[src/hdl/drm_pkg.sv]
package drm_pkg;

  // ****************************************************************
  // register map
  // ****************************************************************
  localparam logic [7:0] ADDR_MODE_REFSEL = 8'h33;
  localparam logic [7:0] ADDR_FAIL_MASK   = 8'h34;
  localparam logic [7:0] ADDR_STICKY      = 8'h44;

  localparam logic [7:0] RST_MODE_REFSEL  = 8'h03;
  localparam logic [7:0] RST_FAIL_MASK    = 8'h87;
  localparam logic [7:0] RST_STICKY       = 8'h00;

  // ****************************************************************
  // field positions
  // ****************************************************************
  localparam int MODE_LSB        = 0;
  localparam int FB_EN_BIT       = 5;
  localparam int REFSEL_LSB      = 6;
  localparam int HOLD_MASK_LSB   = 0;
  localparam int SW_MASK_LSB     = 4;
  localparam int STICKY_HOLD_BIT = 0;
  localparam int STICKY_LOCK_BIT = 1;

  // failure vector bit order, shared by both masks
  localparam int FAIL_SIGNAL_LOSS  = 0;
  localparam int FAIL_SINGLE_CYCLE = 1;
  localparam int FAIL_COARSE_FREQ  = 2;
  localparam int FAIL_GUARD_TIMER  = 3;

  // ****************************************************************
  // types and codes
  // ****************************************************************
  typedef logic [1:0] drm_mode_t;
  typedef logic [3:0] drm_fail_t;
  typedef logic [2:0] drm_prio_t;

  localparam drm_mode_t MODE_FREERUN  = 2'h0;
  localparam drm_mode_t MODE_HOLDOVER = 2'h1;
  localparam drm_mode_t MODE_FORCED   = 2'h2;
  localparam drm_mode_t MODE_AUTO     = 2'h3;

  localparam drm_prio_t PRIO_DISABLED = 3'h7;

  typedef enum logic [1:0] {
    LOOP_FREERUN,
    LOOP_HOLDOVER,
    LOOP_LOCKED
  } drm_loop_e;

  // a failure counts only where its mask bit is one
  function automatic logic fail_hit(input drm_fail_t fail,
                                    input drm_fail_t mask);
    fail_hit = |(fail & mask);
  endfunction : fail_hit

endpackage : drm_pkg

[src/hdl/drm_sel_if.sv]
`timescale 1ns/1ps
interface drm_sel_if;
  import drm_pkg::*;

  logic      auto_mode;
  logic      cur_ref;
  drm_fail_t fail0;
  drm_fail_t fail1;
  drm_prio_t prio0;
  drm_prio_t prio1;
  drm_fail_t hold_mask;
  drm_fail_t sw_mask;
  logic      sel;
  logic      hold;

  modport owner (
    output auto_mode, cur_ref, fail0, fail1, prio0, prio1,
    output hold_mask, sw_mask,
    input  sel, hold
  );
  modport picker (
    input  auto_mode, cur_ref, fail0, fail1, prio0, prio1,
    input  hold_mask, sw_mask,
    output sel, hold
  );
endinterface : drm_sel_if

[src/hdl/drm_mode_ctrl.sv]
`timescale 1ns/1ps
// Summary of operation
// [RULE1] mode codes: freerun, holdover, forced, automatic
// [RULE2] automatic picks by availability and priority
// [RULE3] automatic holds only when both references fail
// [RULE4] forced mode locks to selected reference only
// [RULE5] forced reference failure holds, never switches
// [RULE6] forced holdover ignores references, keeps last
// [RULE7] freerun runs from crystal oscillator only
// [RULE8] feedback enable applies external feedback phase
// [RULE9] feedback disabled ignores external feedback phase
// [RULE10] single feedback path used whatever loop
// [RULE11] automatic mode reads selected reference index
// [RULE12] forced mode bits 7:6 choose reference
// [RULE13] freerun and holdover ignore selection bits
// [RULE14] holdover mask zero blocks holdover entry
// [RULE15] holdover mask order: loss, cycle, coarse, guard
// [RULE16] software avoids guard-only holdover mask setting
// [RULE17] switch mask zero blocks reference switching; code still reverts to a usable higher priority reference
// [RULE18] switch mask uses same failure order
// [RULE19] sticky bit 0 set during holdover
// [RULE20] sticky bit 1 set while locked
// [RULE21] automatic reverts to higher priority reference
// [RULE22] equal priority references never revert
// [RULE23] sticky flags held until status read
module drm_mode_ctrl #(
  parameter int PHASE_W = 16
) (
  input  wire logic                 ref_clk_i,
  input  wire logic                 rst_i,
  input  wire logic [7:0]           reg_addr_i,
  input  wire logic [7:0]           reg_wdata_i,
  input  wire logic                 reg_wr_i,
  input  wire logic                 reg_rd_i,
  output logic      [7:0]           reg_rdata_o,
  input  wire drm_pkg::drm_fail_t   ref0_fail_i,
  input  wire drm_pkg::drm_fail_t   ref1_fail_i,
  input  wire drm_pkg::drm_prio_t   ref0_prio_i,
  input  wire drm_pkg::drm_prio_t   ref1_prio_i,
  input  wire logic                 loop_locked_i,
  input  wire logic [PHASE_W-1:0]   ext_fb_phase_i,
  output drm_pkg::drm_loop_e        loop_state_o,
  output logic                      active_ref_o,
  output logic                      use_crystal_o,
  output logic                      feedback_compensation_enable_o,
  output logic      [PHASE_W-1:0]   fb_phase_o
);
  import drm_pkg::*;

  // ****************************************************************
  // state
  // ****************************************************************
  typedef struct packed {
    drm_loop_e          loop;
    drm_mode_t          mode;
    logic [1:0]         refsel_ctl;
    logic               fb_en;
    drm_fail_t          hold_mask;
    drm_fail_t          sw_mask;
    logic [1:0]         sticky;
    logic               active_ref;
    logic               use_xtal;
    logic [7:0]         rdata;
    logic [PHASE_W-1:0] fb_phase;
  } drm_ctrl_s;

  drm_ctrl_s cur_r;
  drm_ctrl_s cur_nxt;
  drm_sel_if sif ();

  logic      forced_ref;
  logic      forced_fail;
  logic      sticky_clr;
  logic [1:0] sticky_set;

  // ****************************************************************
  // automatic reference picker
  // ****************************************************************
  assign sif.auto_mode = (cur_r.mode == MODE_AUTO);
  assign sif.cur_ref   = cur_r.active_ref;
  assign sif.fail0     = ref0_fail_i;
  assign sif.fail1     = ref1_fail_i;
  assign sif.prio0     = ref0_prio_i;
  assign sif.prio1     = ref1_prio_i;
  assign sif.hold_mask = cur_r.hold_mask;
  assign sif.sw_mask   = cur_r.sw_mask;

  drm_ref_sel u_ref_sel (
    .ref_clk_i (ref_clk_i),
    .rst_i     (rst_i),
    .sif       (sif)
  );

  // ****************************************************************
  // next state
  // ****************************************************************
  always_comb begin
    cur_nxt     = cur_r;
    forced_ref  = cur_r.refsel_ctl[0];
    forced_fail = fail_hit(forced_ref ? ref1_fail_i : ref0_fail_i,
                           cur_r.hold_mask); // RULE14 RULE15
    sticky_clr  = reg_rd_i && (reg_addr_i == ADDR_STICKY);
    sticky_set  = 2'h0;

    // register writes; reserved bits are not kept and read zero
    if (reg_wr_i) begin
      case (reg_addr_i)
        ADDR_MODE_REFSEL: begin
          cur_nxt.mode       = reg_wdata_i[MODE_LSB +: 2];
          cur_nxt.fb_en      = reg_wdata_i[FB_EN_BIT];
          cur_nxt.refsel_ctl = reg_wdata_i[REFSEL_LSB +: 2]; // RULE12
        end
        ADDR_FAIL_MASK: begin
          cur_nxt.hold_mask = reg_wdata_i[HOLD_MASK_LSB +: 4]; // RULE14
          cur_nxt.sw_mask   = reg_wdata_i[SW_MASK_LSB +: 4]; // RULE17
        end
        default: begin
        end
      endcase
    end

    // loop mode follows the mode field seen last cycle
    case (cur_r.mode)
      MODE_FREERUN: begin
        cur_nxt.loop = LOOP_FREERUN; // RULE1 RULE7 RULE13
      end
      MODE_HOLDOVER: begin
        // active reference kept: holdover uses the last one
        cur_nxt.loop = LOOP_HOLDOVER; // RULE1 RULE6 RULE13
      end
      MODE_FORCED: begin
        cur_nxt.active_ref = forced_ref; // RULE4
        cur_nxt.loop = forced_fail ? LOOP_HOLDOVER
                                   : LOOP_LOCKED; // RULE5
      end
      default: begin
        cur_nxt.active_ref = sif.sel; // RULE2
        cur_nxt.loop = sif.hold ? LOOP_HOLDOVER
                                : LOOP_LOCKED; // RULE3
      end
    endcase
    cur_nxt.use_xtal = (cur_nxt.loop == LOOP_FREERUN); // RULE7

    // sticky flags; a set in the read cycle survives the clear
    sticky_set[STICKY_HOLD_BIT] = (cur_r.loop == LOOP_HOLDOVER); // RULE19
    sticky_set[STICKY_LOCK_BIT] = (cur_r.loop == LOOP_LOCKED)
                                  && loop_locked_i; // RULE20
    cur_nxt.sticky = sticky_set
                   | (sticky_clr ? 2'h0 : cur_r.sticky); // RULE23

    // read data, one cycle after the strobe
    cur_nxt.rdata = 8'h00;
    if (reg_rd_i) begin
      case (reg_addr_i)
        ADDR_MODE_REFSEL: begin
          cur_nxt.rdata[MODE_LSB +: 2]  = cur_r.mode;
          cur_nxt.rdata[FB_EN_BIT]      = cur_r.fb_en;
          cur_nxt.rdata[REFSEL_LSB +: 2] =
            (cur_r.mode == MODE_AUTO) ? {1'b0, cur_r.active_ref}
                                      : cur_r.refsel_ctl; // RULE11
        end
        ADDR_FAIL_MASK: begin
          cur_nxt.rdata = {cur_r.sw_mask, cur_r.hold_mask};
        end
        ADDR_STICKY: begin
          cur_nxt.rdata[1:0] = cur_r.sticky;
        end
        default: begin
        end
      endcase
    end

    // one feedback input, applied whichever loop made it
    cur_nxt.fb_phase = cur_r.fb_en ? ext_fb_phase_i
                                   : '0; // RULE8 RULE9 RULE10
  end

  // ****************************************************************
  // registers
  // ****************************************************************
  always_ff @(posedge ref_clk_i) begin
    if (rst_i) begin
      cur_r            <= '0;
      cur_r.loop       <= LOOP_FREERUN;
      cur_r.mode       <= RST_MODE_REFSEL[MODE_LSB +: 2];
      cur_r.fb_en      <= RST_MODE_REFSEL[FB_EN_BIT];
      cur_r.refsel_ctl <= RST_MODE_REFSEL[REFSEL_LSB +: 2];
      cur_r.hold_mask  <= RST_FAIL_MASK[HOLD_MASK_LSB +: 4];
      cur_r.sw_mask    <= RST_FAIL_MASK[SW_MASK_LSB +: 4];
      cur_r.sticky     <= RST_STICKY[1:0];
      cur_r.use_xtal   <= 1'b1;
    end else begin
      cur_r <= cur_nxt;
    end
  end

  assign reg_rdata_o                    = cur_r.rdata;
  assign loop_state_o                   = cur_r.loop;
  assign active_ref_o                   = cur_r.active_ref;
  assign use_crystal_o                  = cur_r.use_xtal;
  assign feedback_compensation_enable_o = cur_r.fb_en; // RULE8
  assign fb_phase_o                     = cur_r.fb_phase;

  // ****************************************************************
  // checks
  // ****************************************************************
  chk_freerun_xtal: assert property (@(posedge ref_clk_i) disable iff (rst_i)
    cur_r.mode == MODE_FREERUN |=> cur_r.loop == LOOP_FREERUN && cur_r.use_xtal)
    else $error("freerun mode not on crystal"); // RULE1 RULE7

  chk_forced_hold: assert property (@(posedge ref_clk_i) disable iff (rst_i)
    cur_r.mode == MODE_HOLDOVER
    |=> cur_r.loop == LOOP_HOLDOVER && $stable(cur_r.active_ref))
    else $error("forced holdover moved reference"); // RULE6 RULE13

  chk_forced_ref: assert property (@(posedge ref_clk_i) disable iff (rst_i)
    cur_r.mode == MODE_FORCED
    |=> cur_r.active_ref == $past(cur_r.refsel_ctl[0]))
    else $error("forced mode on wrong reference"); // RULE4 RULE12

  chk_forced_fail: assert property (@(posedge ref_clk_i) disable iff (rst_i)
    cur_r.mode == MODE_FORCED && forced_fail
    |=> cur_r.loop == LOOP_HOLDOVER
        && cur_r.active_ref == $past(forced_ref))
    else $error("forced failure did not hold"); // RULE5

  chk_hold_masked: assert property (@(posedge ref_clk_i) disable iff (rst_i)
    cur_r.mode == MODE_FORCED && !forced_fail |=> cur_r.loop == LOOP_LOCKED)
    else $error("masked failure caused holdover"); // RULE14 RULE15

  chk_auto_follow: assert property (@(posedge ref_clk_i) disable iff (rst_i)
    cur_r.mode == MODE_AUTO
    |=> cur_r.active_ref == $past(sif.sel)
        && (cur_r.loop == LOOP_HOLDOVER) == $past(sif.hold))
    else $error("automatic mode ignored picker"); // RULE2 RULE3

  chk_fb_enabled: assert property (@(posedge ref_clk_i) disable iff (rst_i)
    cur_r.fb_en |=> fb_phase_o == $past(ext_fb_phase_i))
    else $error("feedback phase not applied"); // RULE8 RULE10

  chk_fb_disabled: assert property (@(posedge ref_clk_i) disable iff (rst_i)
    !cur_r.fb_en |=> fb_phase_o == '0)
    else $error("feedback phase used while off"); // RULE9

  chk_sticky_hold: assert property (@(posedge ref_clk_i) disable iff (rst_i)
    cur_r.loop == LOOP_HOLDOVER |=> cur_r.sticky[STICKY_HOLD_BIT])
    else $error("holdover flag not set"); // RULE19

  chk_sticky_lock: assert property (@(posedge ref_clk_i) disable iff (rst_i)
    cur_r.loop == LOOP_LOCKED && loop_locked_i
    |=> cur_r.sticky[STICKY_LOCK_BIT])
    else $error("lock flag not set"); // RULE20

  chk_sticky_keep: assert property (@(posedge ref_clk_i) disable iff (rst_i)
    !$past(sticky_clr)
    |-> (cur_r.sticky & $past(cur_r.sticky)) == $past(cur_r.sticky))
    else $error("sticky flag lost without read"); // RULE23

  chk_readback_auto: assert property (@(posedge ref_clk_i) disable iff (rst_i)
    reg_rd_i && reg_addr_i == ADDR_MODE_REFSEL && cur_r.mode == MODE_AUTO
    |=> reg_rdata_o[REFSEL_LSB +: 2] == {1'b0, $past(cur_r.active_ref)})
    else $error("selected reference status wrong"); // RULE11

  cov_auto_hold: cover property (@(posedge ref_clk_i) disable iff (rst_i)
    cur_r.mode == MODE_AUTO && cur_r.loop == LOOP_HOLDOVER);
  cov_auto_switch: cover property (@(posedge ref_clk_i) disable iff (rst_i)
    cur_r.mode == MODE_AUTO ##1 $changed(cur_r.active_ref));
  cov_forced_lock: cover property (@(posedge ref_clk_i) disable iff (rst_i)
    cur_r.mode == MODE_FORCED && cur_r.loop == LOOP_LOCKED);
  cov_sticky_read: cover property (@(posedge ref_clk_i) disable iff (rst_i)
    sticky_clr && (|cur_r.sticky));

endmodule : drm_mode_ctrl

[src/hdl/drm_ref_sel.sv]
`timescale 1ns/1ps
module drm_ref_sel (
  input  wire logic  ref_clk_i,
  input  wire logic  rst_i,
  drm_sel_if.picker  sif
);
  import drm_pkg::*;

  typedef struct packed {
    logic sel;
    logic hold;
  } drm_pick_s;

  drm_pick_s cur_r;
  drm_pick_s cur_nxt;
  drm_fail_t fcur;
  drm_fail_t foth;
  drm_prio_t pcur;
  drm_prio_t poth;
  logic      oth_ok;
  logic      cur_sw;
  logic      cur_hold;
  logic      better;

  always_comb begin
    fcur     = cur_r.sel ? sif.fail1 : sif.fail0;
    foth     = cur_r.sel ? sif.fail0 : sif.fail1;
    pcur     = cur_r.sel ? sif.prio1 : sif.prio0;
    poth     = cur_r.sel ? sif.prio0 : sif.prio1;
    oth_ok   = (poth != PRIO_DISABLED) && !fail_hit(foth, sif.sw_mask);
    cur_sw   = (pcur == PRIO_DISABLED) || fail_hit(fcur, sif.sw_mask);
    cur_hold = (pcur == PRIO_DISABLED) || fail_hit(fcur, sif.hold_mask);
    better   = poth < pcur;
    cur_nxt  = cur_r;
    if (!sif.auto_mode) begin
      // follow the loop so a return to automatic starts from there
      cur_nxt.sel  = sif.cur_ref;
      cur_nxt.hold = 1'b0;
    end else if (oth_ok && (cur_sw || better)) begin
      // strict compare: equal priority never reverts
      cur_nxt.sel  = ~cur_r.sel; // RULE2 RULE21 RULE22
      cur_nxt.hold = 1'b0;
    end else begin
      // a usable other reference keeps the loop out of holdover
      cur_nxt.hold = cur_hold && !oth_ok; // RULE3
    end
  end

  always_ff @(posedge ref_clk_i) begin
    if (rst_i) begin
      cur_r <= '0;
    end else begin
      cur_r <= cur_nxt;
    end
  end

  assign sif.sel  = cur_r.sel;
  assign sif.hold = cur_r.hold;

  // ****************************************************************
  // checks
  // ****************************************************************
  chk_revert_higher: assert property (@(posedge ref_clk_i) disable iff (rst_i)
    sif.auto_mode && oth_ok && better |=> cur_r.sel != $past(cur_r.sel))
    else $error("no revert to higher priority reference"); // RULE21
  chk_switch_masked: assert property (@(posedge ref_clk_i) disable iff (rst_i)
    sif.auto_mode && !cur_sw && !better |=> $stable(cur_r.sel))
    else $error("switch without unmasked failure"); // RULE17 RULE18 RULE22
  chk_auto_hold: assert property (@(posedge ref_clk_i) disable iff (rst_i)
    sif.auto_mode && oth_ok |=> !cur_r.hold)
    else $error("holdover while other reference usable"); // RULE3

endmodule : drm_ref_sel

[config.mk]
export PLATFORM = sky130hd
export DESIGN_NAME = drm_mode_ctrl
export DESIGN_NICKNAME = d
export VERILOG_FILES = /design/src/hdl/drm_pkg.sv /design/src/hdl/drm_sel_if.sv /design/src/hdl/drm_mode_ctrl.sv /design/src/hdl/drm_ref_sel.sv
export SDC_FILE = /design/constraint.sdc
export NUM_CORES = 1
export LEC_CHECK = 0
export BUFFER_PORTS_ARGS = -buffer_cell sky130_fd_sc_hd__buf_2
export CORE_MARGIN = 5
export CORE_UTILIZATION = 40
export CTS_BUF_LIST = sky130_fd_sc_hd__clkbuf_2
export DETAILED_ROUTE_END_ITERATION = 16
export GPL_ROUTABILITY_DRIVEN = 1
export PLACE_DENSITY = 0.66
export SLEW_MARGIN = 20
export SYNTH_ARGS = -nofsm -noshare
export SYNTH_HDL_FRONTEND = slang
export SYNTH_SLANG_ARGS = --single-unit
export TNS_END_PERCENT = 10
[constraint.sdc]
create_clock -name ref_clk_i -period 2.86 [get_ports ref_clk_i]
set_input_delay 0.572 -clock ref_clk_i [delete_from_list [all_inputs] [get_ports ref_clk_i]]
set_output_delay 0.572 -clock ref_clk_i [all_outputs]
set_load 0.01 [all_outputs]
==> run_results.csv <==
group,metric,value,unit
critical_path,crit_start,"u_ref_sel.sif.sel$_SDFFE_PP0P_",
sta,final_max_slew_viol_count,0,
drt,wl_per_cell,13.0,um
drt,dr_wl_met2,2.15,mm
placement,dp_hpwl,3.50,mm
drt,final_antenna_net_count,0,
critical_path,startpoint_type,"register",
sta,fin_crit,2.35,ns
yosys,muxShareOfSynthArea,12.8,%
pwr,ir_drop,0.260,mV
yosys,synth_top_family_by_area,"simple AND/OR/NAND/NOR gates",
clock_tree,clk_pin_slew,0.21,ns
drt,dr_total_vias,1634,
yosys,ys_warn_count,0,
drt,routed.top_layer,"met4",
clock_tree,clk_latency,0.38,ns
finish,n_antenna_cell,0,
clock_tree,cts_resized,0,
yosys,synth_cell_type_count,40,
clock_tree,post_cts.repair.setup_buffers,0,
clock_tree,ctsRootBufferMaster,"clkbuf_2",
finish,drive_gt1_share,34.4,%
critical_path,crit_slowest_cell,"dfxtp_1",
die,rows,26,
placement,gp_congestion,0.917,
hold_path,whs_path_depth,2,
critical_path,path_class,"register to register",
drt,dr.pass1.iters,4,
critical_path,crit_chain,"mux2_1, a222oi_1, nor4b_1, o211ai_1, o221ai_1",
drt,drc,0,
pwr,total_power,0.00117,W
critical_path,rrSetupSlack,0.51,ns
sta,skew,0.0108,ns
critical_path,regToRegEndpoint,"u_ref_sel.sif.sel$_SDFFE_PP0P_",
finish,area_delta_synth_final,13.3,%
critical_path,r2r-start,"u_ref_sel.sif.sel$_SDFFE_PP0P_",
yosys,async_reset_ff_share,0,%
yosys,synth_simple_gate_area_share,18.3,%
yosys,synth_compound_area_share,12.7,%
yosys,synth_area_per_cell,9.74,um2
grt,overflow,0,
die,die_w,82.7,um
grt,grt_pass1_vias,1520,
outcome,status,"finished, final reports clean",
yosys,synth_nets,270,
die,ios,80,
clock_tree,hold_buffers,0,
clock_tree,clock_sinks,45,
die,die-area,6840,um2
yosys,synth_xor_area_share,0,%
grt,grt_pass1_wl,6.74,mm
pwr,power_density,490,nW/um2
clock_tree,clk_path_buf_depth,2,
sta,slew_headroom,48.6,%
sta,holdWs,0.363,ns
drt,routed-wl-met3,389,um
flow_run,timing.max_cap.violations,0,
finish,fill_cells,520,
critical_path,critPathCapture,"u_ref_sel.sif.sel$_SDFFE_PP0P_",
drt,finalWirelength,4.41,mm
yosys,ys_seq_area_share,42.6,%
critical_path,end_kind,"register",
critical_path,worstPathArrival,2.66,ns
yosys,synth_edf_count,0,
hold_path,hold_path_class,"primary input to register",
yosys,synthAdderAreaFrac,1.18,%
critical_path,cp_max_fo,19,
yosys,ys_seq_elements,45,
drt,wl_met1,1.81,mm
grt,grt_start_max_net_pins,26,
placement,placed_cell_area,2350,um2
die,start_util,41.4,%
die,dieHeight,82.7,um
finish,fin_area,2390,um2
sta,hold_viol_final,0,
drt,vias_per_cell,4.81,
critical_path,max_stage_delay,0.87,ns
placement,io_buffers,79,
grt,antenna_found_initial,0,
sta,max_freq,0.426,GHz
sta,rsz0062_at_grt,"false",
sta,finalCritPeriodShare,82.0,%
pwr,power_leakage,1.19,nW
critical_path,r2r_cells,5,
finish,finalNetCount,322,
sta,tightestPinTransition,0.770,ns
clock_tree,cts_inserted_buffers,5,
yosys,synth_flop_cell,"dfxtp_1",
critical_path,cp.required,3.17,ns
yosys,netlist_instances,217,
clock_tree,cts_tree,"yes",
die,core,5110,um2
sta,tns,0,ns
drt,drt_iter0_drc,107,
sta,setup-violations-final,0,
yosys,syn-cell-area,2110,um2
grt,grtUsageTotal,12.9,%
clock_tree,htree_num_levels,2,
## state kept, by name, summed over array words and instances, names as in the netlist
register	flops
cur_r	6
active_ref_o	1
loop_state_o	2
use_crystal_o	1
sif.hold_mask	4
feedback_compensation_enable_o	1
reg_rdata_o	8
fb_phase_o	16
sif.sw_mask	4
u_ref_sel.sif.hold	1
u_ref_sel.sif.sel	1
## cell families (layout without fill, tap and decap cells)
logic type | count (synthesis) | in the layout
AND/OR/NAND/NOR | 72 | 72
flip-flops | 45 | 45
adder cells (fa/ha/maj) | 2 | 2
AO/OA/AOI/OAI | 34 | 34
multiplexers | 25 | 25
buffers and inverters | 39 | 92
## cells in the final DEF, fill, tap and decap left out, types with 3 or more instances in the layout
cell	count
a21oi_1	6
a211oi_1	3
nand2b_1	3
clkbuf_2	6
a211o_1	6
a22o_1	4
nor3_1	3
nor2_1	22
mux2_1	11
and4b_1	3
nand3_1	4
dfxtp_1	45
mux2i_1	11
nand2_1	11
and2_1	19
a22oi_1	4
buf_2	79
inv_1	4
## per-layer routing
| metal | GRT usage [%] | up-vias |
|---|---|---|
| li1 | - | 838 |
| met4 | 4.90 | 0 |
| met5 | 0 | - |
| met1 | 15.5 | 730 |
| met2 | 20.1 | 60 |
| met3 | 5.86 | 6 |
## cells in the mapped netlist (all sizes together), types with 2 or more instances
library cell	count	area, um2
nand3	4	20.0
nor2	22	82.6
ha	2	25.0
nor4b	2	23.8
a211oi	3	22.5
a222oi	2	20.0
a22o	4	35.0
a211o	6	52.6
a21oi	6	30.0
mux2	14	161
and2	19	119
nor2b	2	12.5
buf	27	206
nand2b	3	18.8
and4b	3	30.0
inv	5	18.8
clkbuf	6	22.5
mux2i	11	110
dfxtp	45	901
a22oi	5	42.5
nand2	11	41.3
nor3	3	15.0
## area by class of cell
cell class                 count  area (um2)  area share [%]
tap                           70        87.6            3.66
inverter                       5        18.8           0.784
sequential                    45         901            37.6
clock inverter                 2        10.0           0.418
multi-input combinational    133         952            39.8
clock buffer                   6        30.0            1.25
timing repair buffer          79         395            16.5
## worst min-delay path by stage
stage | startpoint | endpoint | slack [ns]
after floorplan | cur_r[27]$_SDFF_PP0_ | cur_r[27]$_SDFF_PP0_ | 0.45
after global placement | cur_r[38]$_SDFFE_PP0P_ | cur_r[38]$_SDFFE_PP0P_ | 0.48
after detailed placement | cur_r[26]$_SDFF_PP0_ | cur_r[26]$_SDFF_PP0_ | 0.49
after CTS | ext_fb_phase_i[12] | fb_phase_o[12]$_SDFF_PP0_ | 0.33
after global routing | ext_fb_phase_i[12] | fb_phase_o[12]$_SDFF_PP0_ | 0.30
final | ext_fb_phase_i[14] | fb_phase_o[14]$_SDFF_PP0_ | 0.36
## power by group
group / internal, W / switching (W) / total, W
Clock: 0.0000616 / 0.000191 / 0.000253
Sequential: 0.000649 / 0.0000473 / 0.000696
Combinational: 0.000131 / 0.0000928 / 0.000223
## stage by stage
| stage | worst slack [ns] | cells | util, % |
|---|---|---|---|
| 5_1_grt | 0.353 | 340 | 46.9 |
| 3_5_place_dp | 0.548 | 332 | 46.1 |
| 6_report | 0.514 | 340 | 46.9 |
| 2_1_floorplan | 0.774 | 217 | - |
| 3_3_place_gp | 0.636 | 332 | 46.1 |
| 4_1_cts | 0.510 | 340 | 46.9 |
## worst max-delay path, delay by kind of cell, from the launching register on
kind / cells / cell delay (ns)
multiplexers: 1 / 0.41
AND/OR/NAND/NOR: 1 / 0.43
flip-flops: 1 / 0.87
AO/OA/AOI/OAI: 3 / 0.58
Note: power is estimated with default switching activity, not from simulation.
